**config.mk**
```make
export PLATFORM = sky130hd
export DESIGN_NAME = ddri_ctrl
export DESIGN_NICKNAME = d
export VERILOG_FILES = /design/src/core/ddri_pkg.sv /design/src/core/ddri_if.sv /design/src/core/ddri_ctrl.sv /design/src/core/ddri_timer.sv /design/src/core/ddri_link.sv
export VERILOG_INCLUDE_DIRS = /design/src /design/src/core
export SDC_FILE = /design/constraint.sdc
export NUM_CORES = 1
export LEC_CHECK = 0
export BUFFER_PORTS_ARGS = -buffer_cell sky130_fd_sc_hd__buf_2
export CORE_MARGIN = 3
export CORE_UTILIZATION = 53
export DETAILED_ROUTE_END_ITERATION = 12
export PLACE_DENSITY_LB_ADDON = 0.2
export REMOVE_ABC_BUFFERS = 1
export SLEW_MARGIN = 10
export SYNTH_ARGS = -nofsm -noshare
export SYNTH_HDL_FRONTEND = slang
export SYNTH_SLANG_ARGS = --single-unit
```
**constraint.sdc**
```tcl
create_clock -name clk -period 2.7 [get_ports clk]
set_input_delay 0.135 -clock clk [delete_from_list [all_inputs] [get_ports clk]]
set_output_delay 0.135 -clock clk [all_outputs]
set_load 0.01 [all_outputs]
```
**src/core/ddri_map.svh**
```systemverilog
`ifndef DDRI_MAP_SVH
`define DDRI_MAP_SVH
// ************************************************************
// clock and link rate
// ************************************************************
`define DDRI_CLK_PS   8000
`define DDRI_CK_PS    (2 * `DDRI_CLK_PS)
`define DDRI_TW       14
// ************************************************************
// timing figures in their own units
// ************************************************************
`define DDRI_T_PWR_US   200
`define DDRI_T_RP_NS    15
`define DDRI_T_RFC_NS   70
`define DDRI_T_MRD_NS   10
`define DDRI_T_RAS_NS   40
`define DDRI_T_REFI_S_PS 15625000
`define DDRI_T_REFI_L_PS 7812500
`define DDRI_T_REFC_S_PS 140600000
`define DDRI_T_REFC_L_PS 70300000
// ************************************************************
// cycle counts: least times round up, longest times round down
// ************************************************************
`define DDRI_CEIL(ps) (((ps) + `DDRI_CK_PS - 1) / `DDRI_CK_PS)
`define DDRI_N_PWR    `DDRI_CEIL(`DDRI_T_PWR_US * 1000000)
`define DDRI_N_RP     `DDRI_CEIL(`DDRI_T_RP_NS * 1000)
`define DDRI_N_RFC    `DDRI_CEIL(`DDRI_T_RFC_NS * 1000)
`define DDRI_N_MRD    `DDRI_CEIL(`DDRI_T_MRD_NS * 1000)
`define DDRI_N_RAS    `DDRI_CEIL(`DDRI_T_RAS_NS * 1000)
`define DDRI_N_REFI_S (`DDRI_T_REFI_S_PS / `DDRI_CK_PS)
`define DDRI_N_REFI_L (`DDRI_T_REFI_L_PS / `DDRI_CK_PS)
`define DDRI_N_REFC_S (`DDRI_T_REFC_S_PS / `DDRI_CK_PS)
`define DDRI_N_REFC_L (`DDRI_T_REFC_L_PS / `DDRI_CK_PS)
`define DDRI_REF_GUARD 14'h0010
`define DDRI_DLL_CYC   8'hc8
`define DDRI_POST_MAX  4'h8
// ************************************************************
// pin fields
// ************************************************************
`define DDRI_LANES     8
`define DDRI_AW        13
`define DDRI_A_AP      10
`define DDRI_DLL_DIS   0
`define DDRI_DRV       1
`define DDRI_DLL_RST   8
`define DDRI_BA_MR     2'h0
`define DDRI_BA_EMR    2'h1
`endif

```
**src/core/ddri_pkg.sv**
```systemverilog
package ddri_pkg;
   typedef enum logic [2:0] {
      CMD_LMR = 3'h0,
      CMD_REF = 3'h1,
      CMD_PRE = 3'h2,
      CMD_ACT = 3'h3,
      CMD_WR  = 3'h4,
      CMD_RD  = 3'h5,
      CMD_BST = 3'h6,
      CMD_NOP = 3'h7
   } ddri_cmd_t;
   typedef enum logic [3:0] {
      ST_PWR  = 4'h0,
      ST_PRE1 = 4'h1,
      ST_EMR  = 4'h3,
      ST_MRS  = 4'h2,
      ST_PRE2 = 4'h6,
      ST_REF1 = 4'h7,
      ST_REF2 = 4'h5,
      ST_MRS2 = 4'h4,
      ST_IDLE = 4'hc,
      ST_RPRE = 4'hd,
      ST_RREF = 4'hf
   } ddri_state_t;
endpackage : ddri_pkg

```
**src/core/ddri_if.sv**
```systemverilog
`timescale 1ns/1ps
`include "ddri_map.svh"
interface ddri_if;
   ddri_pkg::ddri_cmd_t         cmd;
   logic [1:0]                  ba;
   logic [`DDRI_AW-1:0]         addr;
   logic                        cke;
   logic [`DDRI_LANES-1:0]      lanes;
   logic                        tick;
   modport ctrl (output cmd, output ba, output addr, output cke,
                 output lanes, input tick);
   modport link (input cmd, input ba, input addr, input cke,
                 input lanes, output tick);
endinterface : ddri_if

```
**src/core/ddri_ctrl.sv**
```systemverilog
`timescale 1ns/1ps
`include "ddri_map.svh"
// Summary of operation
// (RQ1) Refreshes are never postponed by more than eight intervals.
// (RQ2) Clock enable stays high from every refresh to its cycle end.
// (RQ3) Auto-precharge reads and writes wait until row-active time is met.
// (RQ4) A clock rate change resets the DLL and holds reads 200 cycles.
// (RQ5) At power-up clock enable is low with a running clock for 200 us.
// (RQ6) Clock enable then rises together with a no-operation command.
// (RQ7) A first precharge-all is followed by the precharge period of idle.
// (RQ8) The extended mode register enables the DLL and sets drive strength.
// (RQ9) Every mode load is followed by the mode-set delay of idle.
// (RQ10) The base mode load resets the DLL; reads wait 200 cycles after.
// (RQ11) A second precharge-all follows, with the precharge period of idle.
// (RQ12) Two auto refreshes follow, each with the refresh cycle of idle.
// (RQ13) A last mode load clears the DLL reset with the same parameters.
// (RQ14) Each byte lane has its own data strobe, used for that lane only.
// (RQ15) Refreshes are at most 140.6 us or 70.3 us apart, by density.
// (RQ16) Refreshes average one per 15.625 us or 7.8125 us, by density; the code spaces them 977 or 489 link cycles, 15.632 us or 7.824 us.
// (RQ17) Every wait becomes a cycle count rounded up to meet its minimum.
module ddri_ctrl #(
   parameter logic [`DDRI_TW-1:0] P_N_PWR    = `DDRI_TW'(`DDRI_N_PWR),
   parameter logic [`DDRI_TW-1:0] P_N_REFC_S = `DDRI_TW'(`DDRI_N_REFC_S),
   parameter logic [`DDRI_TW-1:0] P_N_REFC_L = `DDRI_TW'(`DDRI_N_REFC_L)
) (
   input  wire logic                   clk,
   input  wire logic                   rst_n,
   input  wire logic                   ce,
   input  wire logic                   usr_freq_chg,
   input  wire logic                   usr_drv_reduced,
   input  wire logic                   usr_dense,
   input  wire logic [7:0]             usr_mode,
   input  wire logic                   usr_hold_ref,
   input  wire logic                   usr_valid,
   output logic                        usr_ready,
   input  wire ddri_pkg::ddri_cmd_t    usr_cmd,
   input  wire logic [1:0]             usr_ba,
   input  wire logic [`DDRI_AW-1:0]    usr_addr,
   input  wire logic [`DDRI_LANES-1:0] usr_lanes,
   output logic                        init_done,
   output logic                        read_ok,
   output logic [3:0]                  ref_owed,
   output logic                        ddr_ck,
   output logic                        ddr_ck_n,
   output logic                        ddr_cke,
   output logic                        ddr_cs_n,
   output logic                        ddr_ras_n,
   output logic                        ddr_cas_n,
   output logic                        ddr_we_n,
   output logic [1:0]                  ddr_ba,
   output logic [`DDRI_AW-1:0]         ddr_addr,
   output logic [`DDRI_LANES-1:0]      ddr_dqs_oe
);
   import ddri_pkg::*;
   // ************************************************************
   // cycle counts of the link clock
   // ************************************************************
   localparam logic [`DDRI_TW-1:0] N_RP  = `DDRI_TW'(`DDRI_N_RP);  // RQ17
   localparam logic [`DDRI_TW-1:0] N_RFC = `DDRI_TW'(`DDRI_N_RFC); // RQ17
   localparam logic [`DDRI_TW-1:0] N_MRD = `DDRI_TW'(`DDRI_N_MRD); // RQ17
   localparam logic [`DDRI_TW-1:0] N_RAS = `DDRI_TW'(`DDRI_N_RAS); // RQ17
   localparam logic [`DDRI_TW-1:0] N_REFI_S = `DDRI_TW'(`DDRI_N_REFI_S);
   localparam logic [`DDRI_TW-1:0] N_REFI_L = `DDRI_TW'(`DDRI_N_REFI_L);

   ddri_if      bus ();
   ddri_state_t st_q;
   ddri_state_t st_d;
   ddri_cmd_t   cmd_q;
   ddri_cmd_t   cmd_d;
   logic [1:0]  ba_q;
   logic [1:0]  ba_d;
   logic [`DDRI_AW-1:0] addr_q;
   logic [`DDRI_AW-1:0] addr_d;
   logic [`DDRI_LANES-1:0] lanes_q;
   logic        cke_q;
   logic        pwr_q;
   logic        init_q;
   logic        freq_q;
   logic [3:0]  owed_q;
   logic [`DDRI_TW-1:0] refi_q;
   logic [`DDRI_TW-1:0] gap_q;
   logic [7:0]  dll_q;
   logic [`DDRI_TW-1:0] ras_q;
   logic        tmr_ld;
   logic [`DDRI_TW-1:0] ld_val;
   logic        tmr_done;
   logic        step;
   logic        refi_hit;
   logic        ref_must;
   logic        ref_go;
   logic        usr_legal;
   logic        is_ap;

   // ************************************************************
   // leaf blocks
   // ************************************************************
   ddri_link u_link (
      .clk        (clk),
      .rst_n      (rst_n),
      .ce         (ce),
      .bus        (bus.link),
      .ddr_ck     (ddr_ck),
      .ddr_ck_n   (ddr_ck_n),
      .ddr_cke    (ddr_cke),
      .ddr_cs_n   (ddr_cs_n),
      .ddr_ras_n  (ddr_ras_n),
      .ddr_cas_n  (ddr_cas_n),
      .ddr_we_n   (ddr_we_n),
      .ddr_ba     (ddr_ba),
      .ddr_addr   (ddr_addr),
      .ddr_dqs_oe (ddr_dqs_oe)
   );

   ddri_timer u_tmr (
      .clk   (clk),
      .rst_n (rst_n),
      .tick  (bus.tick),
      .ld    (tmr_ld),
      .val   (ld_val),
      .done  (tmr_done)
   );

   assign bus.cmd   = cmd_q;
   assign bus.ba    = ba_q;
   assign bus.addr  = addr_q;
   assign bus.cke   = cke_q;
   assign bus.lanes = lanes_q;
   assign step      = bus.tick & tmr_done;

   // ************************************************************
   // refresh bookkeeping
   // ************************************************************
   // a slack keeps the forced refresh inside the gap limit even after
   // a precharge-all has to go first
   assign refi_hit = init_q &
                     (refi_q >= (usr_dense ? N_REFI_L : N_REFI_S)); // RQ16
   assign ref_must = (owed_q >= `DDRI_POST_MAX) |                   // RQ1
                     (gap_q >= ((usr_dense ? P_N_REFC_L : P_N_REFC_S)
                                - `DDRI_REF_GUARD));                 // RQ15
   assign ref_go   = ref_must | ((owed_q != 4'h0) & ~usr_hold_ref);

   always_ff @(posedge clk or negedge rst_n) begin
      if (!rst_n) begin
         refi_q <= '0;
      end else if (bus.tick) begin
         refi_q <= refi_hit ? '0 : refi_q + `DDRI_TW'(1);           // RQ16
      end
   end

   always_ff @(posedge clk or negedge rst_n) begin
      if (!rst_n) begin
         owed_q <= 4'h0;
      end else if (bus.tick) begin
         if (!init_q) begin
            owed_q <= 4'h0;
         end else if (refi_hit && !(step && st_q == ST_RREF)) begin
            if (owed_q < `DDRI_POST_MAX) begin
               owed_q <= owed_q + 4'h1;                               // RQ1
            end
         end else if (!refi_hit && step && st_q == ST_RREF) begin
            owed_q <= owed_q - 4'h1;
         end
      end
   end

   always_ff @(posedge clk or negedge rst_n) begin
      if (!rst_n) begin
         gap_q <= '0;
      end else if (bus.tick) begin
         if (cmd_d == CMD_REF || !init_q) begin
            gap_q <= '0;                                             // RQ15
         end else if (gap_q != '1) begin
            gap_q <= gap_q + `DDRI_TW'(1);
         end
      end
   end

   // ************************************************************
   // user command legality
   // ************************************************************
   assign is_ap = ((usr_cmd == CMD_RD) | (usr_cmd == CMD_WR)) &
                  usr_addr[`DDRI_A_AP];
   assign usr_legal = ~((usr_cmd == CMD_RD) & (dll_q != 8'h0)) &   // RQ4
                      ~(is_ap & (ras_q != '0)) &                     // RQ3
                      (usr_cmd != CMD_LMR);

   // ************************************************************
   // sequence
   // ************************************************************
   always_comb begin
      st_d      = st_q;
      cmd_d     = CMD_NOP;
      ba_d      = ba_q;
      addr_d    = addr_q;
      tmr_ld    = 1'b0;
      ld_val    = '0;
      usr_ready = 1'b0;
      if (step) begin
         case (st_q)
            ST_PWR: begin
               tmr_ld = 1'b1;                                        // RQ6
               ld_val = pwr_q ? '0 : P_N_PWR;                        // RQ5
               st_d   = pwr_q ? ST_PRE1 : ST_PWR;
            end
            ST_PRE1, ST_PRE2, ST_RPRE: begin
               cmd_d  = CMD_PRE;
               addr_d = '0;
               addr_d[`DDRI_A_AP] = 1'b1;
               tmr_ld = 1'b1;
               ld_val = N_RP;                                  // RQ7 RQ11
               st_d   = (st_q == ST_PRE1) ? ST_EMR :
                        (st_q == ST_PRE2) ? ST_REF1 : ST_RREF;
            end
            ST_EMR: begin
               cmd_d  = CMD_LMR;
               ba_d   = `DDRI_BA_EMR;
               addr_d = '0;
               addr_d[`DDRI_DLL_DIS] = 1'b0;                          // RQ8
               addr_d[`DDRI_DRV] = usr_drv_reduced;                   // RQ8
               tmr_ld = 1'b1;
               ld_val = N_MRD;                                        // RQ9
               st_d   = ST_MRS;
            end
            ST_MRS, ST_MRS2: begin
               cmd_d  = CMD_LMR;
               ba_d   = `DDRI_BA_MR;
               addr_d = {5'h00, usr_mode};                           // RQ13
               addr_d[`DDRI_DLL_RST] = (st_q == ST_MRS);       // RQ10 RQ13
               tmr_ld = 1'b1;
               ld_val = N_MRD;                                        // RQ9
               st_d   = (st_q == ST_MRS) ? ST_PRE2 : ST_IDLE;
            end
            ST_REF1, ST_REF2, ST_RREF: begin
               cmd_d  = CMD_REF;
               tmr_ld = 1'b1;
               ld_val = N_RFC;                                 // RQ2 RQ12
               st_d   = (st_q == ST_REF1) ? ST_REF2 :
                        (st_q == ST_REF2) ? ST_MRS2 : ST_IDLE;
            end
            ST_IDLE: begin
               if (freq_q) begin
                  st_d = ST_PRE1;                                     // RQ4
               end else if (ref_go) begin
                  st_d = ST_RPRE;
               end else begin
                  usr_ready = usr_legal;
                  if (usr_valid && usr_legal) begin
                     cmd_d  = usr_cmd;
                     ba_d   = usr_ba;
                     addr_d = usr_addr;
                  end
               end
            end
            default: begin
               st_d = ST_PWR;
            end
         endcase
      end
   end

   always_ff @(posedge clk or negedge rst_n) begin
      if (!rst_n) begin
         st_q    <= ST_PWR;
         cmd_q   <= CMD_NOP;
         ba_q    <= '0;
         addr_q  <= '0;
         lanes_q <= '0;
      end else if (bus.tick) begin
         st_q    <= st_d;
         cmd_q   <= cmd_d;
         ba_q    <= ba_d;
         addr_q  <= addr_d;
         if (usr_valid && usr_ready) begin
            lanes_q <= usr_lanes;                                     // RQ14
         end
      end
   end

   // power-up wait is the timer's first load, taken out of reset
   // so it needs no strap; cke never drops once raised
   always_ff @(posedge clk or negedge rst_n) begin
      if (!rst_n) begin
         pwr_q <= 1'b0;
         cke_q <= 1'b0;                                               // RQ5
      end else if (step && st_q == ST_PWR) begin
         pwr_q <= 1'b1;
         cke_q <= pwr_q;                                        // RQ2 RQ6
      end
   end

   always_ff @(posedge clk or negedge rst_n) begin
      if (!rst_n) begin
         init_q <= 1'b0;
      end else if (step && st_q == ST_MRS2) begin
         init_q <= 1'b1;
      end else if (step && st_q == ST_IDLE && freq_q) begin
         init_q <= 1'b0;
      end
   end

   // set wins over the clear taken on leaving idle
   always_ff @(posedge clk or negedge rst_n) begin
      if (!rst_n) begin
         freq_q <= 1'b0;
      end else if (ce && usr_freq_chg) begin
         freq_q <= 1'b1;
      end else if (step && st_q == ST_IDLE) begin
         freq_q <= 1'b0;
      end
   end

   always_ff @(posedge clk or negedge rst_n) begin
      if (!rst_n) begin
         dll_q <= `DDRI_DLL_CYC;
      end else if (bus.tick) begin
         if (step && st_q == ST_MRS) begin
            dll_q <= `DDRI_DLL_CYC;                            // RQ4 RQ10
         end else if (dll_q != 8'h0) begin
            dll_q <= dll_q - 8'h1;
         end
      end
   end

   always_ff @(posedge clk or negedge rst_n) begin
      if (!rst_n) begin
         ras_q <= '0;
      end else if (bus.tick) begin
         if (cmd_d == CMD_ACT) begin
            ras_q <= N_RAS;                                           // RQ3
         end else if (ras_q != '0) begin
            ras_q <= ras_q - `DDRI_TW'(1);
         end
      end
   end

   assign init_done = init_q;
   assign read_ok   = init_q & (dll_q == 8'h0);
   assign ref_owed  = owed_q;

   // ************************************************************
   // checks
   // ************************************************************
   logic [`DDRI_TW-1:0] since_q;
   logic [`DDRI_TW-1:0] low_q;
   ddri_cmd_t           last_q;

   always_ff @(posedge clk or negedge rst_n) begin
      if (!rst_n) begin
         since_q <= '0;
         last_q  <= CMD_NOP;
         low_q   <= '0;
      end else if (bus.tick) begin
         if (cmd_q != CMD_NOP) begin
            since_q <= `DDRI_TW'(1);
            last_q  <= cmd_q;
         end else if (since_q != '1) begin
            since_q <= since_q + `DDRI_TW'(1);
         end
         if (!cke_q && low_q != '1) begin
            low_q <= low_q + `DDRI_TW'(1);
         end
      end
   end
endmodule : ddri_ctrl

```
**src/core/ddri_timer.sv**
```systemverilog
`timescale 1ns/1ps
`include "ddri_map.svh"
module ddri_timer (
   input  wire logic               clk,
   input  wire logic               rst_n,
   input  wire logic               tick,
   input  wire logic               ld,
   input  wire logic [`DDRI_TW-1:0] val,
   output logic                    done
);
   logic [`DDRI_TW-1:0] cnt_q;
   // starts at zero so the power-up wait is loaded by the first step
   always_ff @(posedge clk or negedge rst_n) begin
      if (!rst_n) begin
         cnt_q <= '0;
      end else if (tick) begin
         if (ld) begin
            cnt_q <= val;
         end else if (cnt_q != '0) begin
            cnt_q <= cnt_q - `DDRI_TW'(1);
         end
      end
   end
   assign done = (cnt_q == '0);
endmodule : ddri_timer

```
**src/core/ddri_link.sv**
```systemverilog
`timescale 1ns/1ps
`include "ddri_map.svh"
module ddri_link (
   input  wire logic                   clk,
   input  wire logic                   rst_n,
   input  wire logic                   ce,
   ddri_if.link                        bus,
   output logic                        ddr_ck,
   output logic                        ddr_ck_n,
   output logic                        ddr_cke,
   output logic                        ddr_cs_n,
   output logic                        ddr_ras_n,
   output logic                        ddr_cas_n,
   output logic                        ddr_we_n,
   output logic [1:0]                  ddr_ba,
   output logic [`DDRI_AW-1:0]         ddr_addr,
   output logic [`DDRI_LANES-1:0]      ddr_dqs_oe
);
   import ddri_pkg::*;
   // ************************************************************
   // link clock: divide by two, pins change on its falling edge
   // ************************************************************
   always_ff @(posedge clk or negedge rst_n) begin
      if (!rst_n) begin
         ddr_ck   <= 1'b0;
         ddr_ck_n <= 1'b1;
      end else if (ce) begin
         ddr_ck   <= ~ddr_ck;
         ddr_ck_n <= ~ddr_ck_n;
      end
   end
   assign bus.tick = ce & ddr_ck;
   // ************************************************************
   // command pins, half a link period of setup to the rising edge
   // ************************************************************
   always_ff @(posedge clk or negedge rst_n) begin
      if (!rst_n) begin
         ddr_cke   <= 1'b0;
         ddr_cs_n  <= 1'b1;
         ddr_ras_n <= 1'b1;
         ddr_cas_n <= 1'b1;
         ddr_we_n  <= 1'b1;
         ddr_ba    <= '0;
         ddr_addr  <= '0;
      end else if (bus.tick) begin
         ddr_cke   <= bus.cke;
         ddr_cs_n  <= 1'b0;
         {ddr_ras_n, ddr_cas_n, ddr_we_n} <= bus.cmd;
         ddr_ba    <= bus.ba;
         ddr_addr  <= bus.addr;
      end
   end
   // ************************************************************
   // one strobe per byte lane
   // ************************************************************
   for (genvar i = 0; i < `DDRI_LANES; i++) begin : g_lane
      always_ff @(posedge clk or negedge rst_n) begin
         if (!rst_n) begin
            ddr_dqs_oe[i] <= 1'b0;
         end else if (bus.tick) begin
            ddr_dqs_oe[i] <= (bus.cmd == CMD_WR) & bus.lanes[i]; // RQ14
         end
      end
   end
endmodule : ddri_link

```
==> results.cfg <==
[status]
status = finished with violations
violations = setup timing

[logic_synthesis]
ys_seq_area_share_pct = 46.6
synth_most_common_cell = nand2_1
synth_top_area_share_pct = 42.6
synth_area_per_cell_um2 = 9.60
synth_flop_cell = dfrtp_1
synth_edf_count = 0
ys_top_cells_by_area = dfrtp_1 43%, nand2_1 6.4%, dfstp_2 4.1%, ha_1 3.9%, nor2_1 3.9%
syn_inst = 741
synth-seq-cells = 132
ys_types = 82
netlist_area_mm2 = 0.00711
synth_top_area_cell = dfrtp_1
synth_common_cells = 122 x nand2_1, 121 x dfrtp_1, 73 x nor2_1
yosys_warnings = 0
synthArstFlopShare_pct = 100

[clock_tree]
clock_latency_ps = 420
numCtsBuffers = 17
htreeDepth = 4
cts_root_buf = clkbuf_16
clk_path_buf_depth = 2
cts_tree = yes
clkTransAtPathRegs_ps = 60
clock-sinks = 132

[timing]
clock_skew_ps = 11.0
tightest_slew_ps = 582
setup-violations-final = 9
setup-tns-final_ps = -314
rsz0062_at_grt = true
setup_ws_ps = -130
relSlewSlack_pct = 61.2
slew_viol_final = 0
hold_violations = 0
period_needed_ps = 2830
fmax_mhz = 353
fin_crit_sh_pct = 105

[final_layout]
stdcell_count = 1093
synthToLayoutAreaGrowth_pct = 28.5
layout-drive-gt1-share_pct = 29.7
utilization_pct = 71.0
finalNetCount = 972

[floorplanning]
core_mm2 = 0.0129
die_w_um = 122
start_util_pct = 55.3
dieArea_mm2 = 0.0148
num_rows = 41
ios = 79
die_h_um = 122

[hold_path]
hp-class = in -> reg

[setup_path]
crit_fanout = 2
path_buf_inv = 1
endpoint_kind = flip-flop
path_class = reg -> reg
cp_slowest_stage_delay_ps = 370
crit_family = compound AO/OA/AOI/OAI gates
crit_path_top_delay_cell = dfrtp_1
path_cells = inv_2, ha_4, nand3b_1, a21boi_2, o2111ai_2, a21oi_2, nand2_4, ha_4, a21o_1, a21oi_2, nor2_1, a21oi_1, a2bb2oi_1, o31ai_1, a22o_1
arrival_ps = 3140
startpoint_type = flip-flop
worstPathRequired_ps = 3010

[detailed_routing]
num_vias = 6368
wl_per_cell_um = 17.5
viasPerCell = 5.83
drc = 0
firstDrtPassIters = 5
drtIter0Drc = 466
routed_wl_mm = 19.1
ant_nets = 0

[place]
place_ws_ps = -225
globalplace.congestion = 0.913
portBuffers = 78
post-dp-hpwl_mm = 13.0
place_inst = 1029

[power]
p_per_area_mw_per_mm2 = 726
p_sw_mw = 2.20
peakVddDrop_mv = 0.647
leakage_nw = 4.38
p_int_mw = 4.44
p_comb_share_pct = 27.0
sequentialPowerShare_pct = 38.1
clock_power_share_pct = 34.9
switching_share_pct = 33.1

[grt]
overflow = 0
grt_pass1_vias = 6365
antenna_found_initial = 1
grt_usage_pct = 26.2
grt_max_degree = 59
grt_pass1_wl_mm = 30.9

[flow_run]
cap_viol_max_count = 0
-- power by group through the flow --
stage | Sequential, mW | Clock, mW | Combinational (mW)
floorplan | 2.58 | 0 | 0.842
global route | 2.56 | 2.43 | 1.99
detailed placement | 2.54 | 0 | 1.61
CTS | 2.52 | 2.36 | 1.67
global placement | 2.53 | 0 | 1.54
finish | 2.53 | 2.32 | 1.79
-- per-layer routing --
layer | vias up | track usage (%) | wire (µm)
met4 | 0 | 10.6 | 427
met3 | 43 | 5.90 | 746
met2 | 178 | 45.1 | 9930
met5 | - | 0 | 0
met1 | 3163 | 32.1 | 7990
li1 | 2984 | - | -
-- repair_timing --
item / in CTS / in global routing
endpoints found under the setup margin: 42 / 40
hold buffers: 15 / 0
gates resized for setup: 13 / 24
buffers inserted: 4 / 12
endpoints found under the hold margin: 66 / 0
pin swaps: 12 / 13
-- worst reg2reg max path: stages, from the launching register on --
cell and delay (ps):
dfrtp_1 370, inv_2 60, ha_4 250, nand3b_1 90
a21boi_2 160, o2111ai_2 140, a21oi_2 240, nand2_4 90
ha_4 210, a21o_1 160, a21oi_2 180, nor2_1 60
a21oi_1 180, a2bb2oi_1 170, o31ai_1 90, a22o_1 250
-- state kept, by name, indices dropped and copies added (netlist names), 2 cells and up --
register / count
addr_q: 13
ba_q: 2
bus.cmd: 3
bus.lanes: 8
dll_q: 8
gap_q: 14
ras_q: 14
ref_owed: 4
refi_q: 14
st_q: 4
u_link.ddr_addr: 13
u_link.ddr_ba: 2
u_link.ddr_dqs_oe: 8
u_tmr.cnt_q: 14
-- cell families (layout without fill, tap and decap cells) --
| kind of cell | after synthesis | in the layout | share of synthesized area, % |
|---|---|---|---|
| multiplexers | 26 | 26 | 4.08 |
| flip-flops | 132 | 132 | 46.6 |
| other | 0 | 1 | 0 |
| AO/OA/AOI/OAI | 147 | 147 | 14.6 |
| XOR/XNOR | 37 | 37 | 4.56 |
| AND/OR/NAND/NOR | 326 | 326 | 22.8 |
| buffers and inverters | 50 | 229 | 3.18 |
| adder cells (fa/ha/maj) | 23 | 23 | 4.15 |
-- worst paths after layout --
check                            startpoint                to  slack, ps  depth (start not counted)
worst max-delay path              refi_q[3]       ref_owed[3]       -130                         15
worst min-delay path            usr_mode[4]         addr_q[4]         50                          3
min in group asynchronous             rst_n        refi_q[13]        240                          2
worst max register to register    refi_q[3]       ref_owed[3]       -130                         15
max in group asynchronous             rst_n   u_link.ddr_we_n       1620                          3
worst min register to register   bus.cmd[2]  u_link.ddr_ras_n        470                          2
-- final cells by class --
| class | instances | area, µm² |
|---|---|---|
| clock inverters | 15 | 171 |
| well taps | 172 | 215 |
| clock buffers | 17 | 425 |
| diodes | 1 | 2.50 |
| flip-flops and latches | 132 | 3320 |
| inverters | 23 | 86.3 |
| multi-input cells | 559 | 3740 |
| fillers | 915 | 3730 |
| repair buffers | 174 | 1180 |
-- layout by cell type, fill, tap and decap left out, drive strengths merged, types with 6 or more instances in the layout --
master / Yosys / layout
buf: 7 / 159
nand2: 123 / 123
dfrtp: 121 / 121
nor2: 73 / 73
o21ai: 34 / 34
a21oi: 31 / 31
nand3: 30 / 30
inv: 22 / 28
nor3: 24 / 24
mux2: 24 / 24
ha: 22 / 22
xnor2: 20 / 20
a22o: 20 / 20
xor2: 17 / 17
clkbuf: 20 / 17
dlygate4sd3: 0 / 15
dfstp: 11 / 11
nand4: 11 / 11
and2: 9 / 9
nor4: 9 / 9
a31oi: 8 / 8
a21o: 7 / 7
and3: 7 / 7
o211ai: 6 / 6
-- per-stage QoR --
step	hold slack (ps)	cell area (µm²)	power, mW
final	46.5	9140	6.64
after global routing	55.0	9140	6.97
after CTS	33.9	8940	6.54
after detailed placement	144	8090	4.16
after global placement	139	8090	4.07
after floorplan	-161	6970	3.42
(Power assumes the default switching activity.)
